===== src/dls_pkg.sv =====
package dls_pkg;
    localparam logic [7:0] PFX_X = 8'hdd;
    localparam logic [7:0] PFX_Y = 8'hfd;
    localparam logic [7:0] PFX_ED = 8'hed;
    localparam logic [7:0] OP_LD_IDX = 8'h2a;
    localparam logic [7:0] OP_ST_PTR = 8'h22;
    localparam logic [7:0] OP_SP_COPY = 8'hf9;
    localparam logic [7:0] ED_ST_MASK = 8'hcf;
    localparam logic [7:0] ED_ST_PAT = 8'h43;
    localparam int SEL_LSB = 4;
    localparam logic [1:0] SEL_FIRST = 2'h0;
    localparam logic [1:0] SEL_SECOND = 2'h1;
    localparam logic [1:0] SEL_PTR = 2'h2;
    localparam logic [1:0] SEL_SP = 2'h3;
    localparam logic [3:0] T_FETCH = 4'h4;
    localparam logic [3:0] T_MEM = 4'h3;
    localparam logic [3:0] T_SP_COPY = 4'h6;
    localparam logic [15:0] REG_RST = 16'h0000;
    localparam logic [7:0] DATA_RST = 8'h00;

    typedef enum logic [6:0] {
        DLS_FETCH = 7'b0000001,
        DLS_FETCH2 = 7'b0000010,
        DLS_ADDR_LO = 7'b0000100,
        DLS_ADDR_HI = 7'b0001000,
        DLS_MEM_LO = 7'b0010000,
        DLS_MEM_HI = 7'b0100000,
        DLS_SP_WAIT = 7'b1000000
    } dls_state_e;

    typedef enum logic [2:0] {
        DLS_K_LD_Y = 3'h0,
        DLS_K_ST_PTR = 3'h1,
        DLS_K_ST_PAIR = 3'h2,
        DLS_K_ST_X = 3'h3,
        DLS_K_ST_Y = 3'h4,
        DLS_K_NONE = 3'h5
    } dls_kind_e;
endpackage : dls_pkg


===== src/dls_core.sv =====
// Function
// - FD 2A nn loads the second index register from nn and nn+1.
// - A prefixed direct transfer takes 20 states as 4,4,3,3,3,3.
// - Opcode 22 nn stores the pointer pair low at nn, high at nn+1.
// - The unprefixed pointer pair store takes 16 states as 4,3,3,3,3.
// - ED 01dd0011 picks the source pair by its two-bit field.
// - The selectable pair store puts the low byte at nn, upper at nn+1.
// - The first operand byte is the address low byte, the second high.
// - DD 22 nn stores the first index register low at nn, high at nn+1.
// - FD 22 nn stores the second index register low at nn, high at nn+1.
// - F9 copies the pointer pair to the stack pointer in six states.
// - DD F9 moves the first index register to the stack pointer in 4+6.
module dls_core (
    // Clock and reset.
    input wire logic clock,
    input wire logic rst,
    // Memory bus.
    output logic [15:0] mem_addr,
    output logic [7:0] mem_wdata,
    output logic mem_rd,
    output logic mem_wr,
    input wire logic [7:0] mem_rdata,
    // Register file view.
    input wire logic [15:0] first_general_pair,
    input wire logic [15:0] second_general_pair,
    input wire logic [15:0] memory_pointer_pair,
    input wire logic [15:0] index_reg_x,
    output logic [15:0] index_reg_y,
    output logic [15:0] stack_pointer,
    // Status.
    output logic [15:0] pc,
    output logic instr_done,
    output logic flags_we
);
    dls_pkg::dls_state_e state_r;
    dls_pkg::dls_kind_e kind_r;
    logic [3:0] tcnt_r;
    logic [7:0] prefix_r;
    logic [15:0] addr_r;
    logic [15:0] src_r;
    logic [15:0] pc_r;
    logic [15:0] sp_src_r;
    logic last_t;
    logic [7:0] op;

    // Opcode and data bytes are taken on the last state of their cycle.
    assign last_t = (tcnt_r == 4'h1);
    assign op = mem_rdata;

    function automatic logic [15:0] pick_pair(input logic [1:0] sel,
            input logic [15:0] sp);
        unique case (sel)
            dls_pkg::SEL_FIRST: pick_pair = first_general_pair;
            dls_pkg::SEL_SECOND: pick_pair = second_general_pair;
            dls_pkg::SEL_PTR: pick_pair = memory_pointer_pair;
            dls_pkg::SEL_SP: pick_pair = sp;
        endcase
    endfunction : pick_pair

    always_ff @(posedge clock) begin
        if (rst) begin
            state_r <= dls_pkg::DLS_FETCH;
            kind_r <= dls_pkg::DLS_K_NONE;
            tcnt_r <= dls_pkg::T_FETCH;
            prefix_r <= dls_pkg::DATA_RST;
            addr_r <= dls_pkg::REG_RST;
            src_r <= dls_pkg::REG_RST;
            sp_src_r <= dls_pkg::REG_RST;
            pc_r <= dls_pkg::REG_RST;
            instr_done <= 1'b0;
        end else begin
            instr_done <= 1'b0;
            if (!last_t) begin
                tcnt_r <= tcnt_r - 4'h1;
            end else begin
                unique case (state_r)
                    dls_pkg::DLS_FETCH: begin
                        pc_r <= pc_r + 16'h1;
                        prefix_r <= op;
                        if (op == dls_pkg::PFX_X || op == dls_pkg::PFX_Y ||
                                op == dls_pkg::PFX_ED) begin
                            state_r <= dls_pkg::DLS_FETCH2;
                            tcnt_r <= dls_pkg::T_FETCH;
                        end else if (op == dls_pkg::OP_ST_PTR) begin
                            kind_r <= dls_pkg::DLS_K_ST_PTR;
                            src_r <= memory_pointer_pair;
                            state_r <= dls_pkg::DLS_ADDR_LO;
                            tcnt_r <= dls_pkg::T_MEM;
                        end else if (op == dls_pkg::OP_SP_COPY) begin
                            sp_src_r <= memory_pointer_pair;
                            state_r <= dls_pkg::DLS_SP_WAIT;
                            tcnt_r <= dls_pkg::T_SP_COPY - dls_pkg::T_FETCH;
                        end else begin
                            instr_done <= 1'b1;
                            tcnt_r <= dls_pkg::T_FETCH;
                        end
                    end
                    dls_pkg::DLS_FETCH2: begin
                        pc_r <= pc_r + 16'h1;
                        tcnt_r <= dls_pkg::T_MEM;
                        state_r <= dls_pkg::DLS_ADDR_LO;
                        if (prefix_r == dls_pkg::PFX_Y &&
                                op == dls_pkg::OP_LD_IDX) begin
                            kind_r <= dls_pkg::DLS_K_LD_Y;
                        end else if (prefix_r == dls_pkg::PFX_X &&
                                op == dls_pkg::OP_ST_PTR) begin
                            kind_r <= dls_pkg::DLS_K_ST_X;
                            src_r <= index_reg_x;
                        end else if (prefix_r == dls_pkg::PFX_Y &&
                                op == dls_pkg::OP_ST_PTR) begin
                            kind_r <= dls_pkg::DLS_K_ST_Y;
                            src_r <= index_reg_y;
                        end else if (prefix_r == dls_pkg::PFX_ED &&
                                (op & dls_pkg::ED_ST_MASK) ==
                                dls_pkg::ED_ST_PAT) begin
                            kind_r <= dls_pkg::DLS_K_ST_PAIR;
                            src_r <= pick_pair(op[dls_pkg::SEL_LSB +: 2],
                                stack_pointer);
                        end else if (prefix_r == dls_pkg::PFX_X &&
                                op == dls_pkg::OP_SP_COPY) begin
                            sp_src_r <= index_reg_x;
                            state_r <= dls_pkg::DLS_SP_WAIT;
                            // The second fetch is part of the six states.
                            tcnt_r <= dls_pkg::T_SP_COPY - dls_pkg::T_FETCH;
                        end else begin
                            state_r <= dls_pkg::DLS_FETCH;
                            tcnt_r <= dls_pkg::T_FETCH;
                            instr_done <= 1'b1;
                        end
                    end
                    dls_pkg::DLS_ADDR_LO: begin
                        pc_r <= pc_r + 16'h1;
                        addr_r[7:0] <= op;
                        state_r <= dls_pkg::DLS_ADDR_HI;
                        tcnt_r <= dls_pkg::T_MEM;
                    end
                    dls_pkg::DLS_ADDR_HI: begin
                        pc_r <= pc_r + 16'h1;
                        addr_r[15:8] <= op;
                        state_r <= dls_pkg::DLS_MEM_LO;
                        tcnt_r <= dls_pkg::T_MEM;
                    end
                    dls_pkg::DLS_MEM_LO: begin
                        state_r <= dls_pkg::DLS_MEM_HI;
                        tcnt_r <= dls_pkg::T_MEM;
                    end
                    dls_pkg::DLS_MEM_HI: begin
                        state_r <= dls_pkg::DLS_FETCH;
                        tcnt_r <= dls_pkg::T_FETCH;
                        instr_done <= 1'b1;
                    end
                    dls_pkg::DLS_SP_WAIT: begin
                        state_r <= dls_pkg::DLS_FETCH;
                        tcnt_r <= dls_pkg::T_FETCH;
                        instr_done <= 1'b1;
                    end
                endcase
            end
        end
    end

    // Second index register and stack pointer updates.
    always_ff @(posedge clock) begin
        if (rst) begin
            index_reg_y <= dls_pkg::REG_RST;
            stack_pointer <= dls_pkg::REG_RST;
        end else if (last_t) begin
            if (kind_r == dls_pkg::DLS_K_LD_Y &&
                    state_r == dls_pkg::DLS_MEM_LO) begin
                index_reg_y[7:0] <= mem_rdata;
            end
            if (kind_r == dls_pkg::DLS_K_LD_Y &&
                    state_r == dls_pkg::DLS_MEM_HI) begin
                index_reg_y[15:8] <= mem_rdata;
            end
            if (state_r == dls_pkg::DLS_SP_WAIT) begin
                stack_pointer <= sp_src_r;
            end
        end
    end

    // Bus outputs are registered one state ahead of the cycle they serve.
    logic [15:0] addr_nxt;
    dls_pkg::dls_state_e st_nxt;
    always_comb begin
        st_nxt = state_r;
        if (last_t) begin
            unique case (state_r)
                dls_pkg::DLS_ADDR_HI: st_nxt = dls_pkg::DLS_MEM_LO;
                dls_pkg::DLS_MEM_LO: st_nxt = dls_pkg::DLS_MEM_HI;
                default: st_nxt = dls_pkg::DLS_FETCH;
            endcase
        end
        addr_nxt = {op, addr_r[7:0]};
    end

    always_ff @(posedge clock) begin
        if (rst) begin
            mem_addr <= dls_pkg::REG_RST;
            mem_wdata <= dls_pkg::DATA_RST;
            mem_rd <= 1'b0;
            mem_wr <= 1'b0;
            pc <= dls_pkg::REG_RST;
            flags_we <= 1'b0;
        end else begin
            pc <= pc_r;
            flags_we <= 1'b0;
            mem_rd <= 1'b0;
            mem_wr <= 1'b0;
            if (state_r == dls_pkg::DLS_ADDR_HI && last_t) begin
                mem_addr <= addr_nxt;
                mem_wdata <= src_r[7:0];
                mem_rd <= (kind_r == dls_pkg::DLS_K_LD_Y);
                mem_wr <= (kind_r != dls_pkg::DLS_K_LD_Y);
            end else if (state_r == dls_pkg::DLS_MEM_LO) begin
                mem_rd <= (kind_r == dls_pkg::DLS_K_LD_Y) && !last_t;
                mem_wr <= (kind_r != dls_pkg::DLS_K_LD_Y) && !last_t;
                if (last_t) begin
                    mem_addr <= addr_r + 16'h1;
                    mem_wdata <= src_r[15:8];
                    mem_rd <= (kind_r == dls_pkg::DLS_K_LD_Y);
                    mem_wr <= (kind_r != dls_pkg::DLS_K_LD_Y);
                end
            end else if (state_r == dls_pkg::DLS_MEM_HI && !last_t) begin
                mem_rd <= (kind_r == dls_pkg::DLS_K_LD_Y);
                mem_wr <= (kind_r != dls_pkg::DLS_K_LD_Y);
            end else if (st_nxt != dls_pkg::DLS_MEM_LO) begin
                // Only the byte-taking states bump pc_r on their last edge.
                mem_addr <= (last_t && state_r != dls_pkg::DLS_MEM_HI &&
                    state_r != dls_pkg::DLS_SP_WAIT) ? pc_r + 16'h1 : pc_r;
                mem_rd <= (st_nxt == dls_pkg::DLS_FETCH ||
                    state_r != dls_pkg::DLS_SP_WAIT) &&
                    st_nxt != dls_pkg::DLS_SP_WAIT;
            end
        end
    end

    no_flag_write_a: assert property (
        @(posedge clock) disable iff (rst)
        !flags_we) else $error("flag write seen");
    sp_copy_a: assert property (
        @(posedge clock) disable iff (rst)
        (state_r == dls_pkg::DLS_SP_WAIT && last_t) |=>
        stack_pointer == $past(sp_src_r)) else $error("sp copy");
    idx_copy_a: assert property (
        @(posedge clock) disable iff (rst)
        (state_r == dls_pkg::DLS_FETCH2 && last_t &&
        prefix_r == dls_pkg::PFX_X && op == dls_pkg::OP_SP_COPY) |->
        ##3 stack_pointer == $past(index_reg_x, 3)) else $error("sp ix");
    mem_phase_a: assert property (
        @(posedge clock) disable iff (rst)
        $rose(state_r == dls_pkg::DLS_MEM_LO) |->
        (state_r == dls_pkg::DLS_MEM_LO) [*3] ##1
        state_r == dls_pkg::DLS_MEM_HI) else $error("mem len");
    addr_phase_a: assert property (
        @(posedge clock) disable iff (rst)
        $rose(state_r == dls_pkg::DLS_ADDR_LO) |-> ##3
        state_r == dls_pkg::DLS_ADDR_HI) else $error("addr len");
    hi_addr_a: assert property (
        @(posedge clock) disable iff (rst)
        (state_r == dls_pkg::DLS_MEM_LO && last_t) |=>
        mem_addr == addr_r + 16'h1) else $error("hi addr");
    lo_addr_a: assert property (
        @(posedge clock) disable iff (rst)
        (state_r == dls_pkg::DLS_ADDR_HI && last_t) |=>
        mem_addr == addr_r) else $error("lo addr");
    y_low_a: assert property (
        @(posedge clock) disable iff (rst)
        (kind_r == dls_pkg::DLS_K_LD_Y && state_r == dls_pkg::DLS_MEM_LO
        && last_t) |=> index_reg_y[7:0] == $past(mem_rdata))
        else $error("iy low");
    store_c: cover property (@(posedge clock)
        kind_r == dls_pkg::DLS_K_ST_PAIR && instr_done);
    load_c: cover property (@(posedge clock)
        kind_r == dls_pkg::DLS_K_LD_Y && instr_done);
    spc_c: cover property (@(posedge clock)
        state_r == dls_pkg::DLS_SP_WAIT && last_t);
endmodule : dls_core


===== config.mk =====
export PLATFORM = sky130hd
export DESIGN_NAME = dls_core
export DESIGN_NICKNAME = d
export VERILOG_FILES = /design/src/dls_pkg.sv /design/src/dls_core.sv
export SDC_FILE = /design/constraint.sdc
export NUM_CORES = 1
export LEC_CHECK = 0
export ABC_AREA = 0
export BUFFER_PORTS_ARGS = -buffer_cell sky130_fd_sc_hd__buf_2
export CAP_MARGIN = 20
export CELL_PAD_IN_SITES_DETAIL_PLACEMENT = 2
export CELL_PAD_IN_SITES_GLOBAL_PLACEMENT = 2
export CORE_UTILIZATION = 35
export CTS_CLUSTER_DIAMETER = 30
export CTS_CLUSTER_SIZE = 24
export DETAILED_ROUTE_END_ITERATION = 16
export HOLD_SLACK_MARGIN = 0.12
export PLACE_DENSITY_LB_ADDON = 0.1
export RECOVER_POWER = 100
export SLEW_MARGIN = 25
export SYNTH_ARGS = -nofsm -noshare
export SYNTH_HDL_FRONTEND = slang
export SYNTH_SLANG_ARGS = --single-unit

===== constraint.sdc =====
create_clock -name clock -period 5.6 [get_ports clock]
set_input_delay 1.12 -clock clock [delete_from_list [all_inputs] [get_ports clock]]
set_output_delay 1.12 -clock clock [all_outputs]
set_load 0.1 [all_outputs]

After elaboration in Yosys (flattened, before gate mapping)

Index checks and enable logic that the tools add are counted.

Register bits: 161
Logic and storage cells: 176

Equal/unequal tests: 40
Bitwise logic cells: 1
Reduce and logical (&&, ||, !) cells: 42
Muxes and demuxes: 72
Add/subtract/negate cells: 3

Operators with widths:

| kind                                                                  | count |
|---|---|
| 16-bit 2-to-1 mux                                                     | 20 |
| 16-bit one-hot mux with 2 select lines                                | 2 |
| 16-bit one-hot mux with 4 select lines                                | 1 |
| 7-bit 2-to-1 mux                                                      | 9 |
| 8-bit equality test, second input constant                            | 7 |
| 7-bit one-hot mux with 6 select lines                                 | 1 |
| 16-bit by 1-bit adder with 16-bit output, second input constant       | 2 |
| 3-bit 2-to-1 mux                                                      | 10 |
| 8-bit 2-to-1 mux                                                      | 3 |
| 4-bit 2-to-1 mux                                                      | 5 |
| 2-bit != test, second input constant                                  | 9 |
| 2-bit AND reduction                                                   | 9 |
| 1-bit 2-to-1 mux                                                      | 17 |
| 8-bit by 6-bit equality test with 1-bit output, second input constant | 2 |
| 4-bit one-hot mux with 4 select lines                                 | 1 |
| 7-bit by 1-bit equality test with 1-bit output, second input constant | 2 |
| 1-bit logical AND                                                     | 14 |
| 7-bit != test, second input constant                                  | 2 |
| 6-bit one-hot mux with 2 select lines                                 | 1 |
| 10-bit AND reduction                                                  | 1 |
| 4-bit != test, second input constant                                  | 2 |
| 7-bit by 2-bit equality test with 1-bit output, second input constant | 1 |
| 7-bit by 3-bit equality test with 1-bit output, second input constant | 1 |
| 7-bit by 4-bit equality test with 1-bit output, second input constant | 1 |
| other kinds (28)                                                      | 35 |

Depth between registers and ports, before layout

Gate-level depths: netlist of run 1.

Depth in word-level cells: 10
Gate-level depth with buffers: 10
Mapped depth without buffers: 8

Worst setup path before layout of run 1

No wires, ideal clock.

Path type: input -> register
Start point: input port mem_rdata[2]
End point: register src_r[10]
Stages: 9
Data arrival time: 2.965 ns
Library setup time: 0.117 ns
Data required time: 5.483 ns
Slack: 2.518 ns
Buffers on the path: 3
Cells stage by stage: buf_2 > or4b_1 > buf_2 > nor4_4 > a211oi_1 > nor2b_1 > nor2_1 > buf_2 > a22o_1

Word-level cells in the longest chain between the ends: 6

Ends and longest elaborated chain:

| element                                        | line                                             | text |
|---|---|---|
| start, declared                                | dls_core.sv:22                                   | `input wire logic [7:0] mem_rdata,` |
| 8-bit by 6-bit equality test with 1-bit output | dls_core.sv:84, dls_core.sv:106, dls_core.sv:110 |  |
| 1-bit logical AND                              | dls_core.sv:109                                  | `end else if (prefix_r == dls_pkg::PFX_Y &&` |
| 16-bit 2-to-1 mux                              | dls_core.sv:109                                  |  |
| 16-bit 2-to-1 mux                              | dls_core.sv:105                                  | `end else if (prefix_r == dls_pkg::PFX_X &&` |
| 16-bit 2-to-1 mux                              | dls_core.sv:102                                  | `if (prefix_r == dls_pkg::PFX_Y &&` |
| 16-bit one-hot mux with 2 select lines         | dls_core.sv:76                                   | `unique case (state_r)` |
| end signal, assigned                           | dls_core.sv:108                                  | `src_r <= index_reg_x;` |
| end signal, assigned                           | dls_core.sv:112                                  | `src_r <= index_reg_y;` |
| end signal, assigned                           | dls_core.sv:117                                  | `src_r <= pick_pair(op[dls_pkg::SEL_LSB +: 2],` |
| end, declared                                  | dls_core.sv:40                                   | `logic [15:0] src_r;` |

Several ways; a longest one is shown, not always the timed one. The select of a mux whose other input is x is not followed.
A chain may end at the register's enable or synchronous reset.

Worst setup path after layout of run 1

Start point: input port mem_rdata[5]
End point: register src_r[13]

Word-level cells in the longest chain between the ends: 7

Ends and longest elaborated chain:

| element                                     | line            | text |
|---|---|---|
| 2-bit equality test (tied with other cells) | dls_core.sv:52  | `unique case (sel)` |
| 16-bit one-hot mux with 4 select lines      | dls_core.sv:52  |  |
| 16-bit 2-to-1 mux                           | dls_core.sv:113 | `end else if (prefix_r == dls_pkg::PFX_ED &&` |
| 16-bit 2-to-1 mux                           | dls_core.sv:109 |  |
| 16-bit 2-to-1 mux                           | dls_core.sv:105 |  |
| 16-bit 2-to-1 mux                           | dls_core.sv:102 |  |
| 16-bit one-hot mux with 2 select lines      | dls_core.sv:76  |  |

Several ways; a longest one is shown, not always the timed one. The select of a mux whose other input is x is not followed.

==> impl_metrics.py, run 1 <==
metrics = {
    "synthesis": {
        "synth_area_leader_cell": "dfxtp_1",
        "synth-edff-count": 0,
        "synth_top_cells_by_area": "dfxtp_1, nand2_1, mux2i_1, nor2_1, mux4_2",
        "synthAdderAreaFrac_pct": 0.627,
        "synth_ff_type": "dfxtp_1",
        "yosysMostFrequentCell": "dfxtp_1",
        "ys_seq_area_share_pct": 40.4,
        "syn_nets": 1030,
        "ys_seq_elements": 161,
        "ys.warnings.count": 0,
        "synth_common_cells": "dfxtp_1, nand2_1, nor2_1, a21oi_1, nand3_1",
        "ys_async_sr_fraction_pct": 0,
        "synth_mux_area_share_pct": 10.0,
        "synth_top_area_share_pct": 40.4,
        "yosys.area_share.simple_pct": 23.7,
        "synth_compound_area_share_pct": 16.7,
        "synth_top_family_by_area": "simple AND/OR/NAND/NOR gates",
        "netlist_instances": 952,
        "synthDistinctLibCells": 67,
        "synthXorXnorAreaFrac_pct": 3.84,
        "synth_area_um2": 7980,
        "avgSynthCellArea_um2": 8.38,
    },
    "final_layout": {
        "final_util_pct": 42.3,
        "drive_gt1_share_pct": 13.8,
        "stdcell_count": 1352,
        "fin_nets": 1136,
        "num-fill-cells": 2577,
        "final_area_um2": 9350,
        "area_growth_pct": 17.2,
    },
    "setup_path": {
        "cp-start-kind": "input pin",
        "worstPathRequired_ns": 5.97,
        "crit_type": "in -> reg",
        "cp_data_arrival_time_ns": 4.82,
        "cp-end-kind": "flip-flop",
        "critPathMaxFanout": 25,
        "reg2reg_depth": 7,
    },
    "route": {
        "drc": 0,
        "dr.first_iter.drc_count": 423,
        "drt-vias-per-instance": 5.73,
        "wl_um": 30300,
        "vias": 7751,
        "postRouteAntennaNets": 0,
        "routedWlPerCell_um": 22.4,
        "drt_pre_antenna_iters": 4,
    },
    "pwr": {
        "power_mw": 2.62,
        "p_leak_nw": 3.45,
        "power_density_nw_per_um2": 280,
        "irDropWorstVdd_mv": 0.169,
    },
    "timing": {
        "whs_ns": 0.457,
        "final.setup.tns_ns": 0,
        "fin_skew_ns": 0.0112,
        "layout_setup_ws_ns": 1.15,
        "maxSlewHeadroom_pct": -84.6,
        "tightest_slew_ns": 2.77,
        "hold_viol": 0,
        "clock.fmax_mhz": 225,
        "fin_crit_sh_pct": 79.5,
        "min_period_ns": 4.45,
        "setup_viol": 0,
        "rsz0062_at_grt": "no",
        "report.final.slew_viol_count": 153,
    },
    "grt": {
        "grt_use_met2_pct": 42.8,
        "gr-total-overflow": 0,
        "antenna_found_initial": 1,
        "met3_usage_pct": 3.20,
        "grt_use_met1_pct": 37.3,
        "grt_pass1_wl_um": 48000,
        "track_usage_pct": 26.5,
        "grt_pass1_vias": 8084,
        "busiest_layer": "met2",
        "grt_max_degree": 71,
    },
    "clock_network": {
        "hold_buffers": 0,
        "clock-sinks": 161,
        "h-tree-depth": 4,
        "clk_pin_slew_ns": 0.07,
        "clk_latency_ns": 0.43,
        "cts_setup_buffers": 0,
        "cts_tree": "done",
        "cts_resized": 0,
        "root_buffer": "clkbuf_16",
        "cts_buffers": 17,
        "max-clock-path-buffers": 2,
    },
    "placement": {
        "place.port_buffers": 148,
        "dpl.hpwl_um": 21900,
        "place_area_um2": 8880,
        "gp_congestion": 0.818,
        "dp.cells": 1319,
        "pre_cts_ws_ns": 1.42,
    },
    "die": {
        "rows": 54,
        "die_x_um": 153,
        "die_y_um": 153,
        "die_area_um2": 23400,
        "ios": 150,
        "core_area_um2": 22100,
        "start_util_pct": 36.1,
    },
    "min_path": {
        "min_delay_path_depth": 2,
        "hold_path_class": "reg -> reg",
    },
    "flow_run": {
        "drv_cap": 3,
    },
    "run_status": {
        "violations": "capacitance limit, slew limit",
        "outcome": "complete, but fails checks",
    },
}
[where the power goes]
group	internal (mW)	switching, mW
Combinational	0.0929	0.176
Sequential	1.16	0.0164
Clock	0.635	0.538
Total	1.89	0.730
[layout by cell type, fill, tap and decap left out, drive strengths merged, types with 5 or more instances in the layout]
cell,synthesis,layout
clkbuf,51,98
or3,6,6
buf,26,85
nor4,12,12
nand3,52,52
xnor2,16,16
nand4,8,8
mux2i,44,44
a311oi,28,28
nor2b,18,18
a21oi,53,53
nand2,148,148
xor2,19,19
mux4,16,16
inv,9,14
o211ai,6,6
nor2,100,100
dfxtp,161,161
a22o,16,16
a211oi,7,7
o21ai,49,49
a31oi,5,5
nor3,31,31
[flip-flops by register name, indices dropped and copies added (netlist names), 3 cells and up]
name           cells
addr_r            16
sp_src_r          16
index_reg_y       16
src_r             16
kind_r             3
pc                16
pc_r              16
mem_addr          16
state_r            7
stack_pointer     16
mem_wdata          8
prefix_r           8
tcnt_r             4
[cells by family (layout without fill, tap and decap cells)]
| kind of cell | after synthesis | after routing |
|---|---|---|
| multiplexers | 60 | 60 |
| flip-flops | 161 | 161 |
| AND/OR/NAND/NOR | 405 | 405 |
| adder cells (fa/ha/maj) | 4 | 4 |
| other | 1 | 2 |
| buffers and inverters | 86 | 205 |
| AO/OA/AOI/OAI | 200 | 200 |
| XOR/XNOR | 35 | 35 |
[final cells by class]
cell class / count / area (um2) / share of cell area [%]
Multi-Input combinational cell: 705 / 4400 / 47.1
Sequential cell: 161 / 3220 / 34.5
Timing Repair Buffer: 164 / 766 / 8.19
Clock buffer: 19 / 443 / 4.74
Tap cell: 280 / 350 / 3.75
Clock inverter: 13 / 129 / 1.38
Inverter: 9 / 33.8 / 0.361
Antenna cell: 1 / 2.50 / 0.0268
[layer usage]
metal | wire, um | part of all wire [%]
met5 | 0 | 0
met4 | 380 | 1.3
met3 | 981 | 3.2
met2 | 14200 | 47
met1 | 14700 | 49
[critical path: stages]
cell and delay (ns):
clkbuf_1 1.14, or4b_1 0.69, nor4_4 0.75, a211oi_1 0.11, nor2b_1 0.23, and2b_1 0.55
a22o_1 0.22
[final timing paths]
path                                 start                        to  slack (ns)
hold reg to reg   mem_addr[7]$_SDFFE_PP0P_  mem_addr[7]$_SDFFE_PP0P_        0.46
setup reg to reg      tcnt_r[0]$_SDFF_PP0_  mem_addr[0]$_SDFFE_PP0P_        2.43
hold / removal    mem_addr[7]$_SDFFE_PP0P_  mem_addr[7]$_SDFFE_PP0P_        0.46
setup / recovery              mem_rdata[5]    src_r[13]$_SDFFE_PP0P_        1.15
No activity file was read; power rests on OpenSTA's default activity.
==> inputs of run 2 (changes only) <==
- CORE_UTILIZATION: 35 -> 30
- clock period: 5.6 -> 4.04 ns (I/O delays scaled with it)
==> impl_metrics.py, run 2 (synthesis results as in run 1) <==
metrics = {
    "clock_network": {
        "cts_resized": 0,
        "cts_buffers": 17,
        "max-clock-path-buffers": 2,
        "cts_tree": "done",
        "clock-sinks": 161,
        "root_buffer": "clkbuf_16",
        "h-tree-depth": 4,
        "clk_pin_slew_ns": 0.07,
        "hold_buffers": 0,
        "cts_setup_buffers": 0,
        "clk_latency_ns": 0.45,
    },
    "pwr": {
        "power_density_nw_per_um2": 389,
        "power_mw": 3.69,
        "p_leak_nw": 3.49,
        "irDropWorstVdd_mv": 0.197,
    },
    "final_layout": {
        "area_growth_pct": 18.8,
        "drive_gt1_share_pct": 14.2,
        "multiInputGateArea_um2": 4390,
        "register_area_um2": 3220,
        "fin_nets": 1141,
        "final_area_um2": 9480,
        "layout_commonest_cell": "dfxtp_1",
        "layout_common_cells": "dfxtp_1, nand2_1, nor2_1",
        "num-fill-cells": 3052,
    },
    "timing": {
        "min_period_ns": 3.06,
        "hold_viol": 0,
        "tightest_slew_ns": 1.84,
        "fin_skew_ns": 0.0169,
        "layout_setup_ws_ns": 0.983,
        "fin_crit_sh_pct": 75.7,
        "final.setup.tns_ns": 0,
        "clock.fmax_mhz": 327,
        "maxSlewHeadroom_pct": -22.6,
        "report.final.slew_viol_count": 99,
        "whs_ns": 0.459,
        "setup_viol": 0,
        "rsz0062_at_grt": "no",
    },
    "flow_run": {
        "drv_cap": 2,
    },
    "placement": {
        "pre_cts_ws_ns": 1.07,
        "place.port_buffers": 148,
        "gp_congestion": 0.789,
        "place_area_um2": 8990,
        "dpl.hpwl_um": 21900,
    },
    "setup_path": {
        "cp_data_arrival_time_ns": 3.42,
        "cp_top_family": "simple AND/OR/NAND/NOR gates",
        "cp-start-kind": "flip-flop",
        "critPathMaxFanout": 36,
        "crit_chain": "nor4b_2 -> nand2_1 -> buf_4 -> a31o_1 -> o21ai_0 -> a2111oi_0 -> a21oi_1",
        "cp_slowest_stage_delay_ns": 1.02,
        "cp-end-kind": "flip-flop",
        "path_buf_inv": 1,
        "crit_type": "reg -> reg",
        "crit_path_top_delay_cell": "nor4b_2",
        "worstPathRequired_ns": 4.41,
    },
    "route": {
        "routedWlPerCell_um": 21.5,
        "dr.first_iter.drc_count": 344,
        "drt-vias-per-instance": 5.38,
        "drc": 0,
        "drt_pre_antenna_iters": 4,
        "postRouteAntennaNets": 0,
        "wl_um": 30400,
        "vias": 7609,
    },
    "min_path": {
        "hold_path_class": "reg -> reg",
    },
    "grt": {
        "grt_pass1_vias": 7775,
        "grt_pass1_wl_um": 46300,
        "grt_max_degree": 83,
        "gr-total-overflow": 0,
        "track_usage_pct": 22.6,
        "antenna_found_initial": 2,
    },
    "die": {
        "start_util_pct": 30.6,
        "core_area_um2": 26100,
        "die_x_um": 165,
        "die_y_um": 165,
        "die_area_um2": 27300,
        "rows": 59,
        "ios": 150,
    },
    "run_status": {
        "outcome": "complete, but fails checks",
        "violations": "capacitance limit, slew limit",
    },
}
-- run 2: cell count changes in the layout (fill, tap and decap cells not counted), sizes merged --
cell,delta
buf,+6
clkbuf,-2
clkinv,-3
clkinvlp,-2
diode,+1
inv,+6
-- run 2: stage by stage --
step	instances	utilization, %
6_report	1413	36.4
5_1_grt	1413	36.4
4_1_cts	1411	36.8
3_5_place_dp	1379	34.5
3_3_place_gp	1379	34.5
2_1_floorplan	952	-
-- run 2: per-layer routing --
| metal | global-route usage (%) | routed length (um) | vias up |
|---|---|---|---|
| met1 | 31.9 | 14900 | 3826 |
| met2 | 35.6 | 14300 | 114 |
| met4 | 6.38 | 435 | 0 |
| li1 | - | - | 3640 |
| met5 | 0 | 0 | - |
| met3 | 3.05 | 740 | 29 |
-- run 2: layout make-up --
class                   count  share of cell area, %
diodes                      2                 0.0528
clock buffers              18                   4.63
well taps                 335                   4.42
repair buffers            169                   8.55
inverters                   9                  0.356
flip-flops and latches    161                   34.0
clock inverters            14                   1.66
multi-input cells         705                   46.3
-- run 2: worst register-to-register path: cells and delay by family (launching register included) --
family / cells / cell delay [ns]
AOI/OAI and AO/OA: 4 / 1.02
and+or+nand+nor: 2 / 1.14
DFF: 1 / 0.53
buffers and inverters: 1 / 0.30
-- run 2: where the power goes --
group / internal [mW] / switching [mW]
Clock: 0.900 / 0.792
Sequential: 1.61 / 0.0224
Combinational: 0.130 / 0.234
-- run 2: worst paths after layout --
path | start | cells after the start | end | slack, ns
worst max register to register | state_r[1]$_SDFFE_PP0P_ | 7 | kind_r[0]$_SDFFE_PP1P_ | 0.98
worst max-delay path | state_r[1]$_SDFFE_PP0P_ | 7 | kind_r[0]$_SDFFE_PP1P_ | 0.98
worst min register to register | sp_src_r[11]$_SDFFE_PP0P_ | 2 | stack_pointer[11]$_SDFFE_PP0P_ | 0.46
worst min-delay path | sp_src_r[11]$_SDFFE_PP0P_ | 2 | stack_pointer[11]$_SDFFE_PP0P_ | 0.46
